==> config.mk <==
export PLATFORM = sky130hd
export DESIGN_NAME = bscd_core
export DESIGN_NICKNAME = d
export VERILOG_FILES = /design/src/bscd_pkg.sv /design/src/bscd_core.sv
export SDC_FILE = /design/constraint.sdc
export NUM_CORES = 1
export LEC_CHECK = 0
export BUFFER_PORTS_ARGS = -buffer_cell sky130_fd_sc_hd__buf_2
export CAP_MARGIN = 30
export CORE_ASPECT_RATIO = 0.7
export CORE_MARGIN = 2
export CORE_UTILIZATION = 40
export CTS_BUF_LIST = sky130_fd_sc_hd__clkbuf_2 sky130_fd_sc_hd__clkbuf_4 sky130_fd_sc_hd__clkbuf_8
export DETAILED_ROUTE_END_ITERATION = 10
export GPL_ROUTABILITY_DRIVEN = 0
export PLACE_DENSITY_LB_ADDON = 0.15
export SLEW_MARGIN = 20
export SYNTH_ARGS = -nofsm -noshare
export SYNTH_HDL_FRONTEND = slang
export SYNTH_SLANG_ARGS = --single-unit
==> constraint.sdc <==
create_clock -name clk_sys -period 2.25 [get_ports clk_sys]
set_input_delay 0.5625 -clock clk_sys [delete_from_list [all_inputs] [get_ports clk_sys]]
set_output_delay 0.5625 -clock clk_sys [all_outputs]
set_load 0.03 [all_outputs]
==> src/bscd_pkg.sv <==
package bscd_pkg;
  // Instruction word layout
  localparam int INSN_W     = 14;
  localparam int PC_W       = 13;
  localparam int FADDR_W    = 7;
  localparam int DATA_W     = 8;
  localparam int BIT_SEL_W  = 3;
  localparam int CALL_LIT_W = 11;
  // Opcode prefixes
  localparam logic [3:0] OPC_BIT_TEST_SKIP_IF_SET = 4'h7;           // 01 11
  localparam logic [2:0] OPC_CALL                 = 3'h4;           // 100
  localparam logic [6:0] OPC_CLEAR_FILE_REGISTER  = 7'h03;          // 00 0001 1
  // Field positions
  localparam int OPC4_HI    = 13;
  localparam int OPC4_LO    = 10;
  localparam int OPC3_LO    = 11;
  localparam int OPC7_LO    = 7;
  localparam int BIT_SEL_LO = 7;
  localparam int BIT_SEL_HI = 9;
  localparam int FADDR_HI   = 6;
  localparam int LIT_HI     = 10;
  localparam int LATCH_HI   = 4;
  localparam int LATCH_LO   = 3;
  // Constants
  localparam logic [INSN_W-1:0] NOP_WORD  = 14'h0000;
  localparam logic [DATA_W-1:0] ZERO_DATA = 8'h00;
  localparam logic [PC_W-1:0]   PC_RESET  = 13'h0000;
  localparam logic [PC_W-1:0]   PC_STEP   = 13'h0001;

  typedef enum logic [1:0] {
    BSCD_EXEC  = 2'b01,
    BSCD_FLUSH = 2'b10
  } bscd_state_t;
endpackage : bscd_pkg

==> src/bscd_core.sv <==
`timescale 1ns/1ns
// Summary of operation
// - Prefix 01 11 decodes the bit-test-skip-if-set, with bit field b then register address f.
// - If the tested bit is one the next instruction is skipped, else execution goes on in order.
// - A taken skip discards the prefetched word and runs a no-op, so it takes two cycles, else one.
// - Prefix 100 decodes the call, whose 11-bit literal goes into program counter bits 10 to 0.
// - The call pushes the address after the call onto the top of the return stack first.
// - The call copies high-latch bits 4 and 3 into program counter bits 12 and 11.
// - The call takes two cycles and leaves every status flag alone.
// - Clear-register writes zero to the addressed file register, sets zero flag, in one cycle.
module bscd_core
  import bscd_pkg::*;
(
  // Clock and reset
  input  wire logic                 clk_sys,
  input  wire logic                 reset_n,
  // Fetch stage
  input  wire logic [INSN_W-1:0]    insn_word,
  input  wire logic                 insn_valid,
  // Register file read port and high latch
  input  wire logic [DATA_W-1:0]    file_rd_data,
  input  wire logic [DATA_W-1:0]    pc_high_latch,
  // Register file access
  output logic [FADDR_W-1:0]        file_addr,
  output logic                      file_wr_en,
  output logic [DATA_W-1:0]         file_wr_data,
  // Stack push
  output logic                      push_en,
  output logic [PC_W-1:0]           top_of_stack_entry,
  // Status flag update
  output logic                      zero_flag_set,
  // Program counter and fetch control
  output logic [PC_W-1:0]           pc,
  output logic                      flush
);

  bscd_state_t          state;
  bscd_state_t          next_state;
  logic [PC_W-1:0]      next_pc;
  logic [FADDR_W-1:0]   next_file_addr;
  logic                 next_file_wr_en;
  logic                 next_push_en;
  logic [PC_W-1:0]      next_top_of_stack_entry;
  logic                 next_zero_flag_set;
  logic                 next_flush;
  logic [DATA_W-1:0]    next_file_wr_data;
  logic                 is_skip;
  logic                 is_call;
  logic                 is_clear;
  logic [BIT_SEL_W-1:0] bit_sel;

  // Opcode decode; file_rd_data is the register addressed by the current word
  assign is_skip  = insn_word[OPC4_HI:OPC4_LO] == OPC_BIT_TEST_SKIP_IF_SET;
  assign is_call  = insn_word[OPC4_HI:OPC3_LO] == OPC_CALL;
  assign is_clear = insn_word[OPC4_HI:OPC7_LO] == OPC_CLEAR_FILE_REGISTER;
  assign bit_sel  = insn_word[BIT_SEL_HI:BIT_SEL_LO];

  // pc names the next fetch address, so it leads the word being executed by the prefetch.
  // A taken skip or a call therefore burns one slot in which pc still steps by one; the word on
  // insn_word in that slot is never decoded, which is what turns it into a no-op.
  // Trade-off: the slot does not look at insn_valid, so a stalled fetch still advances pc.
  // Next-state logic; the second cycle of a taken skip or a call is a flush slot that only steps
  always_comb begin
    next_state              = BSCD_EXEC;
    next_pc                 = pc;
    next_file_addr          = insn_word[FADDR_HI:0];
    next_file_wr_en         = 1'b0;
    next_push_en            = 1'b0;
    next_top_of_stack_entry = top_of_stack_entry;
    next_zero_flag_set      = 1'b0;
    next_file_wr_data       = ZERO_DATA;
    next_flush              = 1'b0;
    unique case (state)
      BSCD_EXEC: begin
        if (insn_valid) begin
          if (is_skip) begin
            next_pc = pc + PC_STEP;
            if (file_rd_data[bit_sel]) begin
              // Prefetched word is thrown away and a no-op slot follows
              next_state = BSCD_FLUSH;
              next_flush = 1'b1;
            end
          end else if (is_call) begin
            next_push_en            = 1'b1;
            next_top_of_stack_entry = pc + PC_STEP;
            next_pc = {pc_high_latch[LATCH_HI:LATCH_LO],
                       insn_word[LIT_HI:0]};
            next_state = BSCD_FLUSH;
            next_flush = 1'b1;
          end else if (is_clear) begin
            // Write data is a fixed zero, so only the enable and address carry the word
            next_file_wr_en    = 1'b1;
            next_zero_flag_set = 1'b1;
            next_pc            = pc + PC_STEP;
          end else begin
            next_pc = pc + PC_STEP;
          end
        end
      end
      BSCD_FLUSH: begin
        // No-op cycle: the word on insn_word is ignored
        next_pc = pc + PC_STEP;
      end
      default: begin
        next_state = BSCD_EXEC;
      end
    endcase
  end

  // Registers only
  always_ff @(posedge clk_sys or negedge reset_n) begin
    if (!reset_n) begin
      state              <= BSCD_EXEC;
      pc                 <= PC_RESET;
      file_addr          <= '0;
      file_wr_en         <= 1'b0;
      push_en            <= 1'b0;
      top_of_stack_entry <= PC_RESET;
      zero_flag_set      <= 1'b0;
      flush              <= 1'b0;
      file_wr_data       <= ZERO_DATA;
    end else begin
      state              <= next_state;
      pc                 <= next_pc;
      file_addr          <= next_file_addr;
      file_wr_en         <= next_file_wr_en;
      push_en            <= next_push_en;
      top_of_stack_entry <= next_top_of_stack_entry;
      zero_flag_set      <= next_zero_flag_set;
      flush              <= next_flush;
      // Kept in a flop so every output of the block is registered
      file_wr_data       <= next_file_wr_data;
    end
  end

  // Checks on the decoder's own outputs
  AST_SKIP_TAKEN: assert property (@(posedge clk_sys) disable iff (!reset_n)
    (state == BSCD_EXEC && insn_valid && is_skip && file_rd_data[bit_sel])
      |=> flush && state == BSCD_FLUSH)
    else $error("taken skip did not flush");
  AST_SKIP_NOT_TAKEN: assert property (@(posedge clk_sys) disable iff (!reset_n)
    (state == BSCD_EXEC && insn_valid && is_skip && !file_rd_data[bit_sel])
      |=> !flush && pc == $past(pc) + PC_STEP && !zero_flag_set)
    else $error("plain bit-test misbehaved");
  AST_SKIP_TWO_CYCLES: assert property (@(posedge clk_sys) disable iff (!reset_n)
    (state == BSCD_EXEC && insn_valid && is_skip && file_rd_data[bit_sel])
      |=> state == BSCD_FLUSH ##1 (state == BSCD_EXEC && !file_wr_en && !push_en))
    else $error("skip slot not exactly one no-op");
  AST_CALL_TARGET: assert property (@(posedge clk_sys) disable iff (!reset_n)
    (state == BSCD_EXEC && insn_valid && is_call)
      |=> pc[LIT_HI:0] == $past(insn_word[LIT_HI:0]))
    else $error("call literal not loaded");
  AST_CALL_PUSH: assert property (@(posedge clk_sys) disable iff (!reset_n)
    (state == BSCD_EXEC && insn_valid && is_call)
      |=> push_en && top_of_stack_entry == $past(pc) + PC_STEP)
    else $error("call return address wrong");
  AST_CALL_HIGH: assert property (@(posedge clk_sys) disable iff (!reset_n)
    (state == BSCD_EXEC && insn_valid && is_call)
      |=> pc[PC_W-1:CALL_LIT_W] == $past(pc_high_latch[LATCH_HI:LATCH_LO]))
    else $error("call high bits wrong");
  AST_CALL_TWO_CYCLES: assert property (@(posedge clk_sys) disable iff (!reset_n)
    (state == BSCD_EXEC && insn_valid && is_call)
      |=> (!zero_flag_set && state == BSCD_FLUSH) ##1 (state == BSCD_EXEC && !push_en))
    else $error("call not two cycles or touched flags");
  AST_CLEAR: assert property (@(posedge clk_sys) disable iff (!reset_n)
    (state == BSCD_EXEC && insn_valid && is_clear)
      |=> file_wr_en && zero_flag_set && file_wr_data == ZERO_DATA
          && file_addr == $past(insn_word[FADDR_HI:0]) && state == BSCD_EXEC)
    else $error("clear-register misbehaved");
  AST_DECODE: assert property (@(posedge clk_sys) disable iff (!reset_n)
    (state == BSCD_EXEC && insn_valid && is_skip) |=> !file_wr_en && !push_en)
    else $error("bit-test wrote state");

  // Each kind of cycle raises only its own pulses; these catch a pulse leaking
  // from one instruction kind into another, which the per-instruction checks miss

  // The no-op slot after a skip or call steps pc and raises nothing, whatever word is offered
  AST_SLOT_NOOP: assert property (@(posedge clk_sys) disable iff (!reset_n)
    (state == BSCD_FLUSH)
      |=> state == BSCD_EXEC && pc == $past(pc) + PC_STEP && !flush
          && !file_wr_en && !push_en && !zero_flag_set)
    else $error("no-op slot did work");

  // Words outside the three decoded groups only step the counter
  AST_OTHER_WORD: assert property (@(posedge clk_sys) disable iff (!reset_n)
    (state == BSCD_EXEC && insn_valid && !is_skip && !is_call && !is_clear)
      |=> pc == $past(pc) + PC_STEP && !flush && !file_wr_en && !push_en && !zero_flag_set)
    else $error("undecoded word had an effect");

  // With no word to run in an execute cycle the decoder holds pc and raises nothing
  AST_IDLE_HOLD: assert property (@(posedge clk_sys) disable iff (!reset_n)
    (state == BSCD_EXEC && !insn_valid)
      |=> pc == $past(pc) && !flush && !file_wr_en && !push_en && !zero_flag_set)
    else $error("idle cycle changed state");

  // Only a clear may raise the zero flag; skip and call leave flags alone
  AST_FLAG_SOURCE: assert property (@(posedge clk_sys) disable iff (!reset_n)
    zero_flag_set |-> file_wr_en && file_wr_data == ZERO_DATA && !push_en && !flush)
    else $error("zero flag raised outside a clear");

  // A push always comes with its slot flush and carries the counter after the call
  AST_PUSH_WITH_FLUSH: assert property (@(posedge clk_sys) disable iff (!reset_n)
    push_en |-> flush && state == BSCD_FLUSH && top_of_stack_entry == $past(pc) + PC_STEP)
    else $error("push without its slot");

  // The clear finishes in one cycle: no slot follows it
  AST_CLEAR_ONE_CYCLE: assert property (@(posedge clk_sys) disable iff (!reset_n)
    (state == BSCD_EXEC && insn_valid && is_clear)
      |=> !flush && pc == $past(pc) + PC_STEP)
    else $error("clear took more than one cycle");

  // A bit-test of either outcome leaves the status flags alone
  AST_SKIP_NO_FLAGS: assert property (@(posedge clk_sys) disable iff (!reset_n)
    (state == BSCD_EXEC && insn_valid && is_skip)
      |=> !zero_flag_set)
    else $error("bit-test touched a flag");

  // The second cycle of a call only steps on from the loaded target
  AST_CALL_SLOT_STEP: assert property (@(posedge clk_sys) disable iff (!reset_n)
    (state == BSCD_EXEC && insn_valid && is_call)
      |=> ##1 (pc == $past(pc) + PC_STEP && !flush && !zero_flag_set))
    else $error("call slot did not step");

endmodule : bscd_core

==> flow_summary_export.csv, run 1 <==
group,metric,value,unit
run_status,outcome,"finished clean",
placement,dp_hpwl,3340,µm
floorplanning,die_y,61.1,µm
logic_synthesis,yosysUniqueCellTypes,44,
global_route,grt_pass1_vias,1436,
floorplanning,chipWidth,85.6,µm
logic_synthesis,ys_seq_elements,37,
setup_path,cp_slowest_cell,"or4_1",
cts,numCtsBuffers,5,
route,drtAntennaViolNets,0,
global_route,grt_pass1_wl,7230,µm
layout,final_util,0.531,
cts,clockBufferDepth,2,
timing,fin_crit_sh,0.829,
placement,post-place-ws,0.172,ns
setup_path,crit_chain,"ha_1 -> nand3_1 -> or4_1 -> xor2_1 -> o21ai_0",
timing,finalSetupViolations,0,
cts,cts.sinks,37,
floorplanning,fp-row-count,20,
layout,multi_input_comb_area,831,µm²
timing,hold_viol_final,0,
setup_path,crit_family,"simple AND/OR/NAND/NOR gates",
timing,rsz0062_at_grt,"no",
global_route,grt-ovfl-total,0,
logic_synthesis,syn_area,1870,µm²
cts,ctsResizeCount,0,
floorplanning,dieArea,5230,µm²
route,num_vias,1543,
timing,whs,0.306,ns
layout,n_fill_cell,416,
timing,setup_ws,0.384,ns
logic_synthesis,synth_top_flop_cell,"dfrtp_1",
layout,final_nets,287,
cts,cts_hold_buffers,0,
cts,clock_latency,0.29,ns
timing,finalMaxSlewViolations,0,
cts,post_cts_buffers,0,
route,viasPerCell,4.99,
setup_path,setup.worst_path.class,"reg -> reg",
global_route,grt_start_max_net_pins,38,
logic_synthesis,ys_warn_count,0,
cts,cts_tree,"done",
cts,clkTransAtPathRegs,0.07,ns
setup_path,arrival,2.06,ns
setup_path,max_stage_delay,0.58,ns
timing,fin_tns_setup,0,ns
cts,clockRootBuffer,"clkbuf_8",
global_route,antenna_found_initial,0,
power,leakagePower,0.00111,µW
logic_synthesis,synth-async-reset-ratio,1.00,
power,power_density,1120,nW/µm²
route,totalWireLength,4380,µm
power,total_power,2630,µW
setup_path,r2r_slack,0.38,ns
route,drc,0,
logic_synthesis,synth-edff-count,0,
flow_run,cap_violations,0,
route,dr.pass1.iters,4,
setup_path,cp.required,2.45,ns
layout,final_cell_mix,"buf_2, dfrtp_1, nand2_1",
floorplanning,start_util,0.424,
hold_path,hp-class,"in -> async",
floorplanning,io_pins,78,
layout,layout_commonest_cell,"buf_2",
layout,drive_gt1_frac,0.362,
cts,cts.htree.levels,2,
route,drtIter0Drc,56,
layout,n_antenna_cell,0,
timing,layout_min_cycle_time,1.87,ns
setup_path,path_buf_inv,0,
logic_synthesis,synth-seq-area-share,0.497,
setup_path,worst-path-max-fanout,7,
global_route,grt_use_total,0.183,
layout,area_delta_synth_final,25.4,%
setup_path,startpoint_type,"register",
power,ir_drop,0.684,mV
placement,numPortBuffers,63,
logic_synthesis,syn_inst,184,
setup_path,end_kind,"register",
floorplanning,core,4400,µm²
timing,worst_clock_skew,0.00433,ns
logic_synthesis,synth_area_per_cell,10.1,µm²
timing,fmax,0.536,GHz
layout,final-seq-area,927,µm²
route,avgRoutedWirePerCell,14.2,µm
==> state kept, by name (all words and copies together) (netlist names) <==
| signal | flops |
|---|---|
| push_en | 1 |
| state | 1 |
| top_of_stack_entry | 13 |
| file_addr | 7 |
| zero_flag_set | 1 |
| flush | 1 |
| pc | 13 |
==> path summary, 6_finish.rpt <==
check | cells after the start | from | end
setup / recovery | 5 | pc[0]$_DFFE_PN0P_ | top_of_stack_entry[12]$_DFFE_PN0P_
hold / removal | 2 | reset_n | flush$_DFF_PN0_
setup reg to reg | 5 | pc[0]$_DFFE_PN0P_ | top_of_stack_entry[12]$_DFFE_PN0P_
hold reg to reg | 2 | top_of_stack_entry[7]$_DFFE_PN0P_ | top_of_stack_entry[7]$_DFFE_PN0P_
max in group asynchronous | 2 | reset_n | top_of_stack_entry[12]$_DFFE_PN0P_
min in group clk_sys | 1 | insn_word[0] | file_addr[0]$_DFF_PN0_
==> report_power, final <==
part	total, µW	switching (µW)	internal, µW	leakage (µW)
clock network	493	220	274	0.0000523
registers	1040	187	852	0.000445
logic	1100	722	374	0.000614
==> cell families (layout without fill, tap and decap cells) <==
group	after synthesis	count (layout)	synth area share
AND/OR/NAND/NOR	62	62	0.170
AO/OA/AOI/OAI	45	45	0.158
flip-flops	37	37	0.497
buffers and inverters	21	84	0.0718
XOR/XNOR	10	10	0.0470
multiplexers	7	7	0.0483
adder cells (fa/ha/maj)	1	1	0.00671
other	1	8	0.00201
==> per-stage QoR <==
step	area (µm²)	std cells
global placement	2240	301
global route	2340	309
floorplan	1890	191
finish	2340	309
detailed placement	2240	301
CTS	2340	309
==> per-layer routing <==
layer,GRT usage,vias to the layer above,wire [µm]
li1,-,780,-
met1,0.276,712,2290
met2,0.261,46,1790
met3,0.0469,5,257
met4,0.0544,0,41
met5,0,-,0
==> area by class of cell <==
type / instances / share of cell area
Sequential cell: 37 / 0.396
Multi-Input combinational cell: 133 / 0.355
Timing Repair Buffer: 73 / 0.172
Clock buffer: 8 / 0.0417
Tap cell: 55 / 0.0294
Inverter: 3 / 0.00482
==> synth_stat cells (2+ instances only) <==
cell type   n  area, µm²
dfrtp_1    36        901
nand2_1    18       67.6
o21ai_0    16       80.1
nor2_1     11       41.3
buf_4      10       75.1
nor3_1     10       50.1
xnor2_1     7       61.3
a21oi_1     5       25.0
a31oi_1     5       31.3
o22a_1      5       43.8
clkbuf_1    4       15.0
nand3_1     4       20.0
or2_2       4       25.0
inv_1       3       11.3
mux2i_1     3       30.0
o21a_1      3       22.5
o22ai_1     3       18.8
xor2_1      3       26.3
a221o_1     2       20.0
a2bb2oi_1   2       17.5
buf_2       2       10.0
buf_6       2       22.5
mux2_2      2       22.5
nand4_1     2       12.5
nand4b_1    2       17.5
nor4b_1     2       17.5
==> worst reg2reg max path, cell delays in order, from the launching register on <==
cell and delay, ns:
dfrtp_1 0.45, ha_1 0.28, nand3_1 0.12, or4_1 0.58
xor2_1 0.17, o21ai_0 0.18
Power figures use the tool's default switching activity.
==> run 2: changes to the inputs <==
- clock period: 2.25 -> 1.6 ns (I/O delays scaled with it)
==> run 2 against run 1 <==
Wire length grew 12%; clock power rose by 32%; hold slack worse by 0.27 ns; die area did not move; via count increased by 8.8%; utilization increased by 6.0 points; setup slack worse by 0.38 ns; sequential share of layout area fell by 3.8 points; clock skew barely moved; final area increased by 11%; flip-flop and latch count is the same; sequential power rose by 34%; critical path type unchanged; highest routed layer unchanged.
==> flow_summary_export.csv, run 2 (synthesized netlist as in run 1, its figures left out) <==
group,metric,value,unit
setup_path,cp.required,1.82,ns
timing,finalMaxSlewViolations,0,
timing,finalSetupViolations,0,
layout,stdcell_area,2600,µm²
layout,final_nets,314,
timing,worst_clock_skew,0.00447,ns
placement,dp_hpwl,3790,µm
setup_path,r2r-end,"pc[12]$_DFFE_PN0P_",
floorplanning,die_y,61.1,µm
setup_path,rr_worst_depth,5,
layout,final-seq-area,932,µm²
cts,clockRootBuffer,"clkbuf_8",
setup_path,arrival,1.81,ns
setup_path,cp_slowest_cell,"or4_4",
power,power_density,1510,nW/µm²
setup_path,startpoint_type,"register",
cts,numCtsBuffers,5,
timing,rsz0062_at_grt,"yes",
route,avgRoutedWirePerCell,14.6,µm
setup_path,reg2reg_from,"pc[1]$_DFFE_PN0P_",
power,ir_drop,0.919,mV
timing,hold_viol_final,0,
setup_path,r2r_slack,0.008,ns
layout,reg_top3,"pc: 13 flops, top_of_stack_entry: 13 flops, file_addr: 7 flops",
layout,area_delta_synth_final,39.5,%
route,totalWireLength,4920,µm
route,num_vias,1679,
floorplanning,chipWidth,85.6,µm
floorplanning,fp-row-count,20,
layout,drive_gt1_frac,0.480,
floorplanning,io_pins,78,
layout,multi_input_comb_area,893,µm²
route,drtIter0Drc,76,
cts,cts.htree.levels,2,
cts,cts.sinks,37,
placement,numPortBuffers,63,
setup_path,crit_chain,"ha_4 -> nand3_2 -> or4_4 -> a21oi_2 -> a2bb2oi_2",
setup_path,end_kind,"register",
layout,final_cell_mix,"buf_2, buf_4, dfrtp_1",
route,viasPerCell,5.00,
cts,cts_tree,"done",
setup_path,worst-path-max-fanout,5,
cts,clkTransAtPathRegs,0.07,ns
timing,layout_min_cycle_time,1.59,ns
placement,place_area,2450,µm²
cts,clock_latency,0.28,ns
placement,post-place-ws,-0.258,ns
route,drtAntennaViolNets,0,
global_route,grt_use_total,0.201,
floorplanning,dieArea,5230,µm²
power,leakagePower,0.00124,µW
flow_run,cap_violations,0,
power,total_power,3930,µW
layout,layout_commonest_cell,"buf_2",
setup_path,setup.worst_path.class,"reg -> reg",
global_route,grt_pass1_wl,7900,µm
setup_path,path_buf_inv,0,
floorplanning,core,4400,µm²
layout,n_fill_cell,412,
timing,fmax,0.628,GHz
timing,fin_crit_sh,0.995,
global_route,grt_start_max_net_pins,24,
cts,clockBufferDepth,2,
route,drc,0,
global_route,antenna_found_initial,0,
setup_path,crit_family,"simple AND/OR/NAND/NOR gates",
timing,setup_ws,0.00846,ns
hold_path,hp-class,"in -> async",
timing,fin_tns_setup,0,ns
run_status,outcome,"finished clean",
global_route,grt_pass1_vias,1582,
cts,cts_hold_buffers,0,
layout,final_util,0.591,
layout,n_antenna_cell,0,
route,dr.pass1.iters,4,
setup_path,max_stage_delay,0.58,ns
global_route,grt-ovfl-total,0,
floorplanning,start_util,0.424,
run 2: cell types whose count changed in the layout (fill, tap and decap cells not counted), moves of 2 or more:
cell,previous run,this run
buf_4,9,36
dfrtp_1,36,32
dfrtp_2,0,4
nor2_1,11,9
nor3_1,10,8
nor3_2,0,2
run 2: power by group:
group / internal (µW) / total (µW) / switching [µW] / leakage [µW]
Clock: 339 / 651 / 311 / 0.0000491
Combinational: 710 / 1890 / 1180 / 0.000752
Sequential: 1200 / 1390 / 188 / 0.000441
run 2: layout make-up:
cell class / instances / area share
sequential: 37 / 0.358
inverter: 3 / 0.00529
clock buffer: 7 / 0.0322
multi-input combinational: 133 / 0.343
timing repair buffer: 100 / 0.233
tap: 55 / 0.0264
clock inverter: 1 / 0.00192
run 2: per-layer routing:
layer,global-route usage,up-vias,part of all wire
met1,0.291,777,0.48
met5,0,-,0
met4,0.0499,0,0.010
li1,-,837,-
met2,0.306,59,0.43
met3,0.0496,6,0.071
run 2: worst max-delay path by stage:
stage                                 start            endpoint  slack (ns)  cells after the start
after floorplan               insn_word[12]   pc[3]$_DFFE_PN0P_       -0.23                      6
after global placement        insn_word[12]  pc[11]$_DFFE_PN0P_       -0.25                      6
after detailed placement      insn_word[12]   pc[3]$_DFFE_PN0P_       -0.26                      5
after CTS                 pc[1]$_DFFE_PN0P_  pc[12]$_DFFE_PN0P_       0.007                      5
after global routing      pc[1]$_DFFE_PN0P_  pc[10]$_DFFE_PN0P_       -0.04                      7
final                     pc[1]$_DFFE_PN0P_  pc[12]$_DFFE_PN0P_       0.008                      5
run 2: per-stage QoR:
step / hold slack (ns) / instances
3_3_place_gp: 0.352 / 325
2_1_floorplan: 0.104 / 191
4_1_cts: 0.0433 / 333
6_report: 0.0348 / 336
3_5_place_dp: 0.352 / 325
5_1_grt: 0.0564 / 336
run 2: what timing repair did:
item	CTS	global route
setup endpoints to repair	0	13
gates resized for setup	0	10
buffers inserted	0	3
==> run 3: changes to the inputs <==
- CORE_ASPECT_RATIO: 0.7 -> unset
==> run 3 against run 2 <==
Setup slack improved by 0.0095 ns; utilization fell by 0.64 points; global-route usage fell by 1.2 points; die area fell by 0.17%; final area fell by 0.87%; hold slack got worse by 0.0066 ns.
==> flow_summary_export.csv, run 3 (synthesized netlist as in run 1, its figures left out) <==
group,metric,value,unit
layout,drive_gt1_frac,0.467,
power,net-switching-power,1670,µW
setup_path,cp.required,1.77,ns
placement,numPortBuffers,63,
power,seq_power_share,0.356,
route,viasPerCell,5.05,
setup_path,max_stage_delay,0.55,ns
timing,finalSetupViolations,0,
route,num_vias,1647,
setup_path,cp_slowest_cell,"or4_4",
cts,clkTransAtPathRegs,0.07,ns
floorplanning,io_pins,78,
global_route,grt_use_total,0.188,
global_route,antenna_found_initial,0,
route,dr.pass1.iters,4,
global_route,grt_pass1_vias,1655,
global_route,grt-ovfl-total,0,
layout,reg_top3,"pc: 13 flops, top_of_stack_entry: 13 flops, file_addr: 7 flops",
floorplanning,die_y,72.3,µm
route,totalWireLength,4640,µm
timing,whs,0.0283,ns
placement,dp_hpwl,3470,µm
power,switching_share,0.420,
run_status,outcome,"finished clean",
cts,cts_hold_buffers,0,
hold_path,hp-class,"in -> async",
cts,clock_latency,0.29,ns
floorplanning,start_util,0.423,
timing,layout_min_cycle_time,1.58,ns
route,avgRoutedWirePerCell,14.2,µm
setup_path,crit_chain,"ha_4 -> nand3_2 -> or4_4 -> o22ai_1 -> a2bb2oi_2",
power,total_power,3970,µW
layout,final_cell_mix,"buf_2, dfrtp_1, buf_4",
power,power_frac_comb,0.465,
floorplanning,fp-row-count,24,
global_route,grt_start_max_net_pins,23,
floorplanning,chipWidth,72.3,µm
power,clock_power_share,0.179,
cts,numCtsBuffers,5,
power,leakagePower,0.00123,µW
cts,cts_tree,"done",
setup_path,setup.worst_path.class,"reg -> reg",
timing,worst_clock_skew,0.00578,ns
setup_path,startpoint_type,"register",
timing,hold_viol_final,0,
route,drtAntennaViolNets,0,
cts,cts.htree.levels,2,
setup_path,worst-path-max-fanout,4,
timing,rsz0062_at_grt,"yes",
route,drtIter0Drc,74,
layout,n_antenna_cell,0,
route,drc,0,
cts,clockRootBuffer,"clkbuf_8",
layout,area_delta_synth_final,38.3,%
timing,finalMaxSlewViolations,0,
power,ir_drop,0.523,mV
flow_run,cap_violations,0,
global_route,grt_pass1_wl,7530,µm
cts,cts.sinks,37,
layout,layout_commonest_cell,"buf_2",
timing,fin_crit_sh,0.989,
floorplanning,core,4410,µm²
cts,clockBufferDepth,2,
setup_path,end_kind,"register",
power,power_density,1540,nW/µm²
setup_path,arrival,1.76,ns
timing,fmax,0.632,GHz
layout,final_nets,307,
power,internal_power,2300,µW
floorplanning,dieArea,5230,µm²
==> run 3: worst paths after layout <==
path | slack (ns) | to | cells after the start | from
setup / recovery | 0.02 | pc[12]$_DFFE_PN0P_ | 5 | pc[0]$_DFFE_PN0P_
hold / removal | 0.03 | top_of_stack_entry[1]$_DFFE_PN0P_ | 1 | reset_n
setup reg to reg | 0.02 | pc[12]$_DFFE_PN0P_ | 5 | pc[0]$_DFFE_PN0P_
hold reg to reg | 0.48 | top_of_stack_entry[9]$_DFFE_PN0P_ | 2 | top_of_stack_entry[9]$_DFFE_PN0P_
max in group asynchronous | 1.11 | pc[0]$_DFFE_PN0P_ | 2 | reset_n
min in group clk_sys | 0.23 | file_addr[1]$_DFF_PN0_ | 1 | insn_word[1]
==> run 3: critical path, delay by kind of cell (launching register included) <==
family                   cells  cell delay [ns]
adder cells (fa/ha/maj)      1             0.15
AO/OA/AOI/OAI                2             0.27
AND/OR/NAND/NOR              2             0.64
flip-flops                   1             0.41
==> run 3: what timing repair did <==
item / 4_1_cts / 5_1_grt
resized for setup: 2 / 10
pin swaps: 0 / 0
buffers inserted: 2 / 2
endpoints found under the setup margin: 2 / 9
==> run 3: power by group through the flow <==
stage / logic [µW] / registers (µW) / clock network (µW)
floorplan: 572 / 2000 / 0
global placement: 1730 / 1420 / 0
detailed placement: 1750 / 1440 / 0
CTS: 1800 / 1410 / 729
global route: 1990 / 1450 / 765
finish: 1850 / 1410 / 712
==> run 3: stage by stage <==
step / util / cell area, µm² / std cells / setup slack, ns / TNS [ns]
floorplan: - / 1960 / 191 / -0.234 / -2.32
global placement: 0.544 / 2400 / 314 / -0.226 / -3.95
detailed placement: 0.544 / 2400 / 314 / -0.271 / -4.81
CTS: 0.572 / 2520 / 324 / 0.00865 / 0
global route: 0.584 / 2580 / 326 / -0.0426 / -0.100
finish: 0.584 / 2580 / 326 / 0.0180 / 0
==> run 3: metal layers <==
layer,routed length (µm),vias to the layer above,GRT usage
met5,0,-,0
met4,49,0,0.0566
met3,334,6,0.0542
met2,2200,65,0.313
met1,2050,756,0.238
li1,-,820,-
==> run 3: layout make-up <==
type / instances / area (µm²)
fillers: 400 / 1830
flip-flops and latches: 37 / 932
multi-input cells: 133 / 902
repair buffers: 93 / 566
clock buffers: 7 / 96.3
well taps: 52 / 65.1
inverters: 3 / 13.8
clock inverters: 1 / 5.00
